## src/core/demp_pkg.sv

```systemverilog
// Purpose: constants and types for the dual external memory port
// Assumes: one 10 MHz clock, synchronous active-high reset
// Notes: all pin-level strobes and selects are active low
package demp_pkg;
  localparam int PA_W = 24;
  localparam int PD_W = 48;
  localparam int PS_N = 2;
  localparam int PW_LO = 16;
  localparam int DA_W = 32;
  localparam int DD_W = 40;
  localparam int DS_N = 4;
  localparam int DW_LO = 8;
  localparam int WORD_W = 32;
  localparam int PG_W_P = 8;
  localparam int PG_W_D = 8;
  typedef enum logic [1:0] {DEMP_IDLE, DEMP_BUSY, DEMP_DONE} demp_state_t;
endpackage

```

## src/core/demp_port.sv

```systemverilog
// Purpose: one external memory port: strobes, selects, waits, float, page
// Assumes: requests held until done pulses; bank table static
// Notes: used once per memory space with different widths
`timescale 1ns/100ps
module demp_port #(
  parameter int AW = 24,
  parameter int DW = 48,
  parameter int NS = 2,
  parameter int WLO = 16,
  parameter int PGW = 8
) (
  input wire logic clk,
  input wire logic sys_rst,
  input wire logic req,
  input wire logic req_wr,
  input wire logic req_word,
  input wire logic [AW-1:0] req_addr,
  input wire logic [DW-1:0] req_wdata,
  input wire logic [NS*AW-1:0] bank_base,
  input wire logic [PGW-1:0] page_bits,
  output logic done,
  output logic [DW-1:0] rdata,
  output logic [AW-1:0] addr_o,
  output logic addr_oe_n,
  output logic [DW-1:0] data_o,
  output logic data_oe_n,
  input wire logic [DW-1:0] data_i,
  output logic [NS-1:0] sel_n,
  output logic rd_n,
  output logic wr_n,
  output logic ctl_oe_n,
  input wire logic ack_in,
  output logic page_n,
  input wire logic float_n
);
  import demp_pkg::*;
  demp_state_t state_reg;
  logic [AW-1:0] last_reg;
  logic last_vld_reg;
  logic page_reg;
  logic [NS-1:0] sel_next;
  logic [AW-1:0] msk;
  logic floated;

  assign floated = !float_n;
  // page_bits counts the low in-page bits; the mask keeps only the bits above them
  assign msk = {AW{1'b1}} << page_bits;

  // bank select decode: highest-numbered bank whose base is not above the address wins
  always_comb begin
    sel_next = '0;
    for (int i = 0; i < NS; i++) begin
      if (req_addr >= bank_base[i*AW +: AW]) begin
        sel_next = '0;
        sel_next[i] = 1'b1;
      end
    end
  end

  // access sequencing with waits and float hold
  always_ff @(posedge clk) begin
    if (sys_rst) begin
      state_reg <= DEMP_IDLE;
    end else begin
      unique case (state_reg)
        DEMP_IDLE: begin
          if (req) begin
            state_reg <= DEMP_BUSY;
          end
        end
        DEMP_BUSY: begin
          if (ack_in && !floated) begin
            state_reg <= DEMP_DONE;
          end
        end
        DEMP_DONE: begin
          state_reg <= DEMP_IDLE;
        end
        default: begin
          state_reg <= DEMP_IDLE;
        end
      endcase
    end
  end

  assign done = (state_reg == DEMP_DONE);

  // address and pin drive registered at start
  always_ff @(posedge clk) begin
    if (sys_rst) begin
      addr_o <= '0;
      data_o <= '0;
      sel_n <= '1;
      rd_n <= 1'b1;
      wr_n <= 1'b1;
    end else if (state_reg == DEMP_IDLE && req) begin
      addr_o <= req_addr;
      data_o <= req_word ? {req_wdata[WORD_W-1:0], {WLO{1'b0}}} : req_wdata;
      sel_n <= ~sel_next;
      rd_n <= req_wr;
      wr_n <= !req_wr;
    end else if (state_reg == DEMP_BUSY && ack_in && !floated) begin
      sel_n <= '1;
      rd_n <= 1'b1;
      wr_n <= 1'b1;
    end
  end

  // read data taken with the acknowledge
  always_ff @(posedge clk) begin
    if (sys_rst) begin
      rdata <= '0;
    end else if (state_reg == DEMP_BUSY && ack_in && !floated && !rd_n) begin
      rdata <= data_i;
    end
  end

  // page crossing against the previous access
  always_ff @(posedge clk) begin
    if (sys_rst) begin
      last_reg <= '0;
      last_vld_reg <= 1'b0;
      page_reg <= 1'b0;
    end else if (state_reg == DEMP_IDLE && req) begin
      last_reg <= req_addr;
      last_vld_reg <= 1'b1;
      page_reg <= last_vld_reg && ((req_addr & msk) != (last_reg & msk));
    end else if (state_reg == DEMP_DONE) begin
      page_reg <= 1'b0;
    end
  end

  assign page_n = !page_reg;
  assign addr_oe_n = floated;
  assign ctl_oe_n = floated;
  assign data_oe_n = floated || (state_reg != DEMP_BUSY) || wr_n;

  AST_STROBE_EXCL: assert property (@(posedge clk) disable iff (sys_rst)
    !(!rd_n && !wr_n)) else $error("read and write strobes together");
  AST_WAIT_HOLD: assert property (@(posedge clk) disable iff (sys_rst)
    (state_reg == DEMP_BUSY && !ack_in) |=> state_reg == DEMP_BUSY)
    else $error("access ended without acknowledge");
  AST_FLOAT_HOLD: assert property (@(posedge clk) disable iff (sys_rst)
    (state_reg == DEMP_BUSY && floated) |=> !done) else $error("access ended while floated");
  AST_FLOAT_PINS: assert property (@(posedge clk) disable iff (sys_rst)
    floated |-> (addr_oe_n && ctl_oe_n && data_oe_n)) else $error("pins driven while floated");
  AST_ONE_SEL: assert property (@(posedge clk) disable iff (sys_rst)
    state_reg == DEMP_BUSY |-> $onehot(~sel_n)) else $error("select not one-hot");
  AST_SEL_IDLE: assert property (@(posedge clk) disable iff (sys_rst)
    done |=> (sel_n == '1 && rd_n && wr_n)) else $error("strobes left asserted");
  AST_START: assert property (@(posedge clk) disable iff (sys_rst)
    (state_reg == DEMP_IDLE && req) |=> (addr_o == $past(req_addr) && state_reg == DEMP_BUSY))
    else $error("address not presented");
  AST_WR_DRIVE: assert property (@(posedge clk) disable iff (sys_rst)
    (state_reg == DEMP_BUSY && !wr_n && !floated) |-> !data_oe_n)
    else $error("write data not driven");
  AST_DONE_PULSE: assert property (@(posedge clk) disable iff (sys_rst)
    done |=> !done) else $error("done longer than a cycle");
  COV_READ: cover property (@(posedge clk) disable iff (sys_rst) !rd_n ##1 done);
  COV_WAIT: cover property (@(posedge clk) state_reg == DEMP_BUSY && !ack_in ##1 ack_in);
  COV_FLOAT: cover property (@(posedge clk) state_reg == DEMP_BUSY && floated ##1 !floated);
  COV_PAGE: cover property (@(posedge clk) !page_n);
endmodule

```

## src/core/demp_top.sv

```systemverilog
// Purpose: program and data external memory ports of the processor
// Assumes: core requests held until done; pins synchronous to clk
// Notes: each port floats independently of the other
`timescale 1ns/100ps
module demp_top (
  input wire logic clk,
  input wire logic sys_rst,
  input wire logic prog_req,
  input wire logic prog_req_wr,
  input wire logic prog_req_word,
  input wire logic [demp_pkg::PA_W-1:0] prog_req_addr,
  input wire logic [demp_pkg::PD_W-1:0] prog_req_wdata,
  input wire logic [demp_pkg::PS_N*demp_pkg::PA_W-1:0] prog_bank_base,
  input wire logic [demp_pkg::PG_W_P-1:0] prog_page_bits,
  output logic prog_done,
  output logic [demp_pkg::PD_W-1:0] prog_rdata,
  output logic [demp_pkg::PA_W-1:0] prog_addr_bus_o,
  output logic prog_addr_oe_n,
  output logic [demp_pkg::PD_W-1:0] prog_data_bus_o,
  output logic prog_data_oe_n,
  input wire logic [demp_pkg::PD_W-1:0] prog_data_bus_i,
  output logic [demp_pkg::PS_N-1:0] prog_bank_sel_n,
  output logic prog_read_strobe_n,
  output logic prog_write_strobe_n,
  output logic prog_ctl_oe_n,
  input wire logic prog_ack_in,
  output logic prog_page_cross_n,
  input wire logic prog_float_ctl_n,
  input wire logic data_req,
  input wire logic data_req_wr,
  input wire logic data_req_word,
  input wire logic [demp_pkg::DA_W-1:0] data_req_addr,
  input wire logic [demp_pkg::DD_W-1:0] data_req_wdata,
  input wire logic [demp_pkg::DS_N*demp_pkg::DA_W-1:0] data_bank_base,
  input wire logic [demp_pkg::PG_W_D-1:0] data_page_bits,
  output logic data_done,
  output logic [demp_pkg::DD_W-1:0] data_rdata,
  output logic [demp_pkg::DA_W-1:0] data_addr_bus_o,
  output logic data_addr_oe_n,
  output logic [demp_pkg::DD_W-1:0] data_data_bus_o,
  output logic data_data_oe_n,
  input wire logic [demp_pkg::DD_W-1:0] data_data_bus_i,
  output logic [demp_pkg::DS_N-1:0] data_bank_sel_n,
  output logic data_read_strobe_n,
  output logic data_write_strobe_n,
  output logic data_ctl_oe_n,
  input wire logic data_ack_in,
  output logic data_page_cross_n,
  input wire logic data_float_ctl_n
);
  import demp_pkg::*;

  demp_port #(.AW(PA_W), .DW(PD_W), .NS(PS_N), .WLO(PW_LO), .PGW(PG_W_P)) u_prog (
    .clk(clk), .sys_rst(sys_rst), .req(prog_req), .req_wr(prog_req_wr),
    .req_word(prog_req_word), .req_addr(prog_req_addr), .req_wdata(prog_req_wdata),
    .bank_base(prog_bank_base), .page_bits(prog_page_bits), .done(prog_done),
    .rdata(prog_rdata), .addr_o(prog_addr_bus_o), .addr_oe_n(prog_addr_oe_n),
    .data_o(prog_data_bus_o), .data_oe_n(prog_data_oe_n), .data_i(prog_data_bus_i),
    .sel_n(prog_bank_sel_n), .rd_n(prog_read_strobe_n), .wr_n(prog_write_strobe_n),
    .ctl_oe_n(prog_ctl_oe_n), .ack_in(prog_ack_in), .page_n(prog_page_cross_n),
    .float_n(prog_float_ctl_n)
  );

  demp_port #(.AW(DA_W), .DW(DD_W), .NS(DS_N), .WLO(DW_LO), .PGW(PG_W_D)) u_data (
    .clk(clk), .sys_rst(sys_rst), .req(data_req), .req_wr(data_req_wr),
    .req_word(data_req_word), .req_addr(data_req_addr), .req_wdata(data_req_wdata),
    .bank_base(data_bank_base), .page_bits(data_page_bits), .done(data_done),
    .rdata(data_rdata), .addr_o(data_addr_bus_o), .addr_oe_n(data_addr_oe_n),
    .data_o(data_data_bus_o), .data_oe_n(data_data_oe_n), .data_i(data_data_bus_i),
    .sel_n(data_bank_sel_n), .rd_n(data_read_strobe_n), .wr_n(data_write_strobe_n),
    .ctl_oe_n(data_ctl_oe_n), .ack_in(data_ack_in), .page_n(data_page_cross_n),
    .float_n(data_float_ctl_n)
  );
endmodule

```

## config.mk

```make
export PLATFORM = sky130hd
export DESIGN_NAME = demp_top
export DESIGN_NICKNAME = d
export VERILOG_FILES = /design/src/core/demp_pkg.sv /design/src/core/demp_port.sv /design/src/core/demp_top.sv
export SDC_FILE = /design/constraint.sdc
export NUM_CORES = 1
export LEC_CHECK = 0
export BUFFER_PORTS_ARGS = -buffer_cell sky130_fd_sc_hd__buf_2
export CORE_AREA = 4 4 263 265
export DETAILED_ROUTE_END_ITERATION = 6
export DIE_AREA = 0 0 267 269
export PLACE_DENSITY_LB_ADDON = 0.2
export SYNTH_ARGS = -nofsm -noshare
export SYNTH_HDL_FRONTEND = slang
export SYNTH_SLANG_ARGS = --single-unit
```

## constraint.sdc

```tcl
create_clock -name clk -period 6.28 [get_ports clk]
set_input_delay 0.628 -clock clk [delete_from_list [all_inputs] [get_ports clk]]
set_output_delay 0.628 -clock clk [all_outputs]
set_load 0.005 [all_outputs]
```

# Word-level counts from Yosys, hierarchy flattened
# Cells that the tools add are included.
# Widths: inputs -> output; s select.
[classes] mux=28 div_mod_pow=0 bitwise=6 order_cmp=6 add_sub_neg=0 n_reduce_logical=32 n_mul=0 shifts=2 eq_ne=12
[op_table] operator="$ge 32x32->1" n=4
[op_table] operator="$and 32x32->32" n=2
[op_table] operator="$and 24x24->24" n=2
[op_table] operator="$ge 24x24->1" n=2
[op_table] operator="$mux 48" n=1
[op_table] operator="$mux 40" n=1
[op_table] operator="$ne 32x32->1" n=1
[op_table] operator="$shl 32x8->32 const A" n=1
[op_table] operator="$ne 24x24->1" n=1
[op_table] operator="$shl 24x8->24 const A" n=1
[op_table] operator="$mux 4" n=5
[op_table] operator="$mux 2" n=7
[op_table] operator="$logic_and 1x1->1" n=12
[op_table] operator="$mux 1" n=12
[op_table] operator="$logic_not 1->1" n=8
[op_table] operator="$ne 2x1->1 const B" n=4
[op_table] operator="$pmux 2 s2" n=2
[op_table] operator="$reduce_bool 2->1" n=4
[op_table] operator="$eq 2x1->1 const B" n=2
[op_table] operator="$eq 2x2->1 const B" n=2
[op_table] operator="$logic_not 2->1" n=2
[op_table] operator="$logic_or 1x1->1" n=4
[op_table] operator="$ne 2x2->1 const B" n=2
[op_table] operator="$not 4->4" n=1
[op_table] operator="other kinds (2)" n=3
[totals] rom_bits=0 regBits=250 latchBits=0 wordCells=104 ram_bits=0 input_bits=436 memories=0

# Logic depth before layout (Yosys ltp)
[depth] depth_word=7 ltp_mapped=10 ltp_nobuf=10

# Hierarchy
# A second synthesis with hierarchy kept.
[unflattened] cells_unflattened=1901 hier_area_um2=14876.8
[modules_own_cells] module="demp_port at u_data" area_each_um2=8396.8 cells_each=1093 instances=1 seq_area_each_um2=2442.3
[modules_own_cells] module="demp_port at u_prog" area_each_um2=6480.0 cells_each=808 instances=1 seq_area_each_um2=2562.5

# Worst setup path before layout
# OpenSTA, ideal clock, no wires.
[synth_path] path_kind="input port to flip-flop" from="in data_req_addr[0] (netlist bit)" to="reg u_data.sel_n[0]" arrival_ns=2.429 path_slack_ns=3.721 stages=10 setup_ns=0.130 required_ns=6.150 path_buffers=0 path_cell_list="inv_1 ha_1 nor3b_1 o21ai_0 a21oi_1 o21ai_1 a221o_1 a211o_1 a2111oi_0 a21oi_1"
[synth_via] elab_chain_cells=7 word_cells_on_any_way=10 classes_between="4 x order compare; 5 x mux; 1 x bitwise"
[synth_lines] item="start, declared" line="demp_top.sv:32" text="input wire logic [demp_pkg::DA_W-1:0] data_req_addr,"
[synth_lines] item="$ge 32x32->1" line="demp_port.sv:53" text="if (req_addr >= bank_base[i*AW +: AW]) begin"
[synth_lines] item="$mux 1" line="demp_port.sv:53"
[synth_lines] item="$mux 4 (2 in a row)" line="demp_port.sv:53"
[synth_lines] item="$mux 4 *" line="demp_port.sv:53"
[synth_lines] item="$not 4->4 *" line="demp_port.sv:99" text="sel_n <= ~sel_next;"
[synth_lines] item="$mux 4 *" line="demp_port.sv:96" text="end else if (state_reg == DEMP_IDLE && req) begin"
[synth_lines] item="end signal, assigned" line="demp_port.sv:99"
[synth_lines] item="end, declared" line="demp_port.sv:28" text="output logic [NS-1:0] sel_n,"
# Mark *: on every way between the ends. The rest lies on a longest branch, timed or not.
# A chain may end at the register's enable or synchronous reset.

# Worst setup path after layout
# Same ends and word-level chain as after synthesis.

==> flow_metrics.py <==
metrics = {
    "timing": {
        "max_slew_margin_pct": 23.2,
        "clock.fmax_mhz": 381,
        "rsz0062_at_grt": "false",
        "maxSlewViolCount": 0,
        "tightestPinTransition_ns": 1.15,
        "fin_skew_ns": 0.0165,
        "finalCritPeriodShare_pct": 41.8,
        "setup_viol": 0,
        "hold_viol_final": 0,
        "setup_slack_ns": 3.66,
        "fin_crit_ns": 2.62,
        "setup-tns-final_ns": 0,
    },
    "clocking": {
        "cts_tree": "built",
        "clock-sinks": 250,
        "htree_num_levels": 1,
        "ctsHoldBuffers": 0,
        "cts_root_buf": "clkbuf_16",
        "cts_buffers": 31,
        "ctsResizeCount": 0,
        "clk_latency_ns": 0.59,
        "clk_pin_slew_worst_paths_ns": 0.06,
        "clock_path_buffers": 3,
        "postCtsSetupRepairBufs": 0,
    },
    "critical_path": {
        "r2r_slack_ns": 3.92,
        "path_max_fanout": 4,
        "end_kind": "flip-flop",
        "critPathKind": "input port to flip-flop",
        "ff2ff_path_depth": 5,
        "start_kind": "input port",
        "cp_data_arrival_time_ns": 3.09,
        "cp.required_ns": 6.74,
    },
    "route": {
        "vias": 15300,
        "vias_per_cell": 4.51,
        "firstDrtPassIters": 5,
        "drtAntennaViolNets": 0,
        "drtIter0Drc": 788,
        "totalWireLength_mm": 65.9,
        "remaining_drc_errors": 0,
        "wl_per_cell_um": 19.4,
    },
    "placed_design": {
        "dpl_cell_area_sq_mm": 0.0190,
        "post-place-ws_ns": 3.09,
        "place_inst": 3346,
        "port_buffers": 687,
        "place.gp.congestion": 0.863,
        "dpl.hpwl_mm": 52.9,
    },
    "yosys": {
        "synth_top_area_share_pct": 34.0,
        "ys_seq_elements": 250,
        "synth_edf_count": 0,
        "synth.net_count": 2486,
        "yosys-top-cells-area": "dfxtp_1 34%, ha_1 15%, nand2_1 9.0%",
        "synth_top_flop_cell": "dfxtp_1",
        "yosysUniqueCellTypes": 59,
        "syn_inst": 1874,
        "syn_area_sq_mm": 0.0147,
        "yosysTopAreaCell": "dfxtp_1",
        "syn_avg_cell_area_sq_um": 7.85,
        "yosysWarnings": 0,
        "seq_area_frac_synth_pct": 34.0,
        "synth_async_sr_flop_share_pct": 0,
    },
    "hold_path": {
        "holdPathStages": 3,
        "hold_path.class": "input port to flip-flop",
    },
    "die": {
        "die_area_sq_mm": 0.0718,
        "die_x_um": 267,
        "coreArea_sq_mm": 0.0668,
        "initial_core_util_pct": 22.0,
        "io_pins": 688,
        "num_rows": 95,
        "die_y_um": 269,
    },
    "power": {
        "p_per_area_mw_per_mm2": 226,
        "power_frac_clock_pct": 42.3,
        "swShare_pct": 29.3,
        "vdd_drop_max_mv": 0.219,
        "p_sw_uw": 1320,
        "comb_power_share_pct": 19.7,
        "seqPwrFrac_pct": 37.9,
        "internal_power_uw": 3200,
        "power_uw": 4520,
        "leakagePower_uw": 0.00999,
    },
    "grt": {
        "grt_max_degree": 80,
        "grt_pass1_vias": 15200,
        "antenna_found_initial": 4,
        "overflow": 0,
        "grt_use_total_pct": 16.9,
        "grt_first_pass_wirelength_mm": 93.9,
    },
    "layout": {
        "multiInputGateArea_sq_mm": 0.00865,
        "seqCellArea_sq_mm": 0.00500,
        "drive_above_1_share_pct": 30.0,
        "syn_to_final_growth_pct": 36.2,
        "layoutNonFillerInstCount": 3401,
        "nFillCells": 7296,
        "design_area_sq_mm": 0.0200,
        "reg_top3": "u_prog.data_o (48), u_prog.rdata (48)",
        "nets": 3118,
    },
    "job": {
        "max_cap_violations": 0,
    },
    "status": {
        "status": "complete, no violations",
    },
}
## cell usage in the layout (no fill, tap or decap), types with 3 or more instances in the layout
master       n
a2111oi_0    8
a211o_1      4
a211oi_1    75
a21o_1      29
a21oi_1    226
a221o_1      3
a221oi_1     4
a31oi_1     10
and3_1       3
and4_1       4
buf_2      686
buf_4       10
bufinv_16    6
clkbuf_1     5
clkbuf_16   31
clkinv_2     7
dfxtp_1    250
ha_1       176
inv_1      183
mux2i_1     64
nand2_1    349
nand2b_1     8
nand3_1     18
nand3b_1    26
nand4_1     23
nor2_1     105
nor2b_1      6
nor3_1      19
nor4_1       4
o2111ai_1    6
o211ai_1     7
o21a_1       3
o21ai_0     63
o22ai_1      3
o31ai_1      5
or2_2        3
or4_1        3
xnor2_1     34
xor2_1      21
## cell families (layout without fill, tap and decap cells)
| group | count (synthesis) | count (layout) | synth area share, % |
|---|---|---|---|
| AND/OR/NAND/NOR | 588 | 588 | 17.3 |
| flip-flops | 250 | 250 | 34.0 |
| multiplexers | 64 | 64 | 4.36 |
| other | 0 | 2 | 0 |
| adder cells (fa/ha/maj) | 176 | 176 | 15.0 |
| buffers and inverters | 282 | 934 | 7.27 |
| XOR/XNOR | 55 | 55 | 3.28 |
| AO/OA/AOI/OAI | 459 | 459 | 18.8 |
## through the flow
stage	util (%)	hold WS, ns
3_3_place_gp	28.4	0.436
6_report	30.0	0.267
3_5_place_dp	28.4	0.442
2_1_floorplan	-	0.432
4_1_cts	30.0	0.226
5_1_grt	30.0	0.235
## cells in the mapped netlist (2+ instances only)
| master | n |
|---|---|
| nor3_1 | 19 |
| nand3b_1 | 26 |
| a221o_1 | 3 |
| buf_4 | 2 |
| mux2i_1 | 64 |
| or2_2 | 3 |
| o2111ai_1 | 6 |
| nor3b_1 | 2 |
| nor4_1 | 4 |
| nor2_1 | 107 |
| clkbuf_1 | 84 |
| buf_1 | 10 |
| a21o_1 | 29 |
| o21a_1 | 3 |
| and2_1 | 4 |
| a211oi_1 | 75 |
| dfxtp_1 | 250 |
| o211ai_1 | 7 |
| o31ai_1 | 5 |
| a31oi_1 | 10 |
| o22ai_1 | 3 |
| o21ai_0 | 63 |
| a221oi_1 | 4 |
| nand4_1 | 23 |
| a211o_1 | 4 |
| nand2_1 | 351 |
| a21oi_1 | 226 |
| or3_1 | 2 |
| nor2b_1 | 6 |
| and4_1 | 4 |
| or4_1 | 3 |
| xor2_1 | 21 |
| nand3_1 | 18 |
| a2111oi_0 | 8 |
| ha_1 | 176 |
| buf_2 | 2 |
| and3_1 | 3 |
| nand2b_1 | 8 |
| xnor2_1 | 34 |
| inv_1 | 183 |
## routing by layer
metal  routed length [um]  vias up  GRT usage, %  share of wire, %
met5                    8        -             0             0.012
met4                 1500        2          3.87               2.3
met3                 4140       80          3.91               6.3
met2                33400      482          30.8                51
met1                26900     7079          20.2                41
li1                     -     7689             -                 -
## worst paths after layout
path                                    start                             to
max                          data_req_addr[0]   u_data.sel_n[0]$_SDFFE_PP1P_
min                       prog_data_bus_i[45]  u_prog.rdata[45]$_SDFFE_PP0P_
max reg2reg  u_prog.state_reg[0]$_SDFFE_PP0P_  u_prog.rdata[18]$_SDFFE_PP0P_
min reg2reg     u_data.data_o[2]$_SDFFE_PP0P_  u_data.data_o[2]$_SDFFE_PP0P_
## final cells by class
class / count / area share (%)
Clock buffer: 37 / 4.04
Multi-Input combinational cell: 1342 / 43.2
Sequential cell: 250 / 25.0
Timing Repair Buffer: 697 / 17.6
Clock inverter: 16 / 1.25
Tap cell: 873 / 5.45
Inverter: 184 / 3.45
Antenna cell: 2 / 0.0250
## worst max-delay path, cell delays in order
cell       delay, ns
buf_2           0.11
inv_1           0.09
ha_1            0.30
nor3b_1         0.21
o21ai_0         0.18
a21oi_1         0.26
o21ai_1         0.10
a221o_1         0.43
a211o_1         0.30
a2111oi_0       0.36
a21oi_1         0.12
## power groups by stage
stage               clock network, uW  logic, uW  registers [uW]
global placement                    0        890            1750
detailed placement                  0        901            1750
floorplan                           0        446            1750
global route                     2040       1000            1720
finish                           1910        892            1710
CTS                              1980        905            1710
Power figures use the tool's default switching activity.
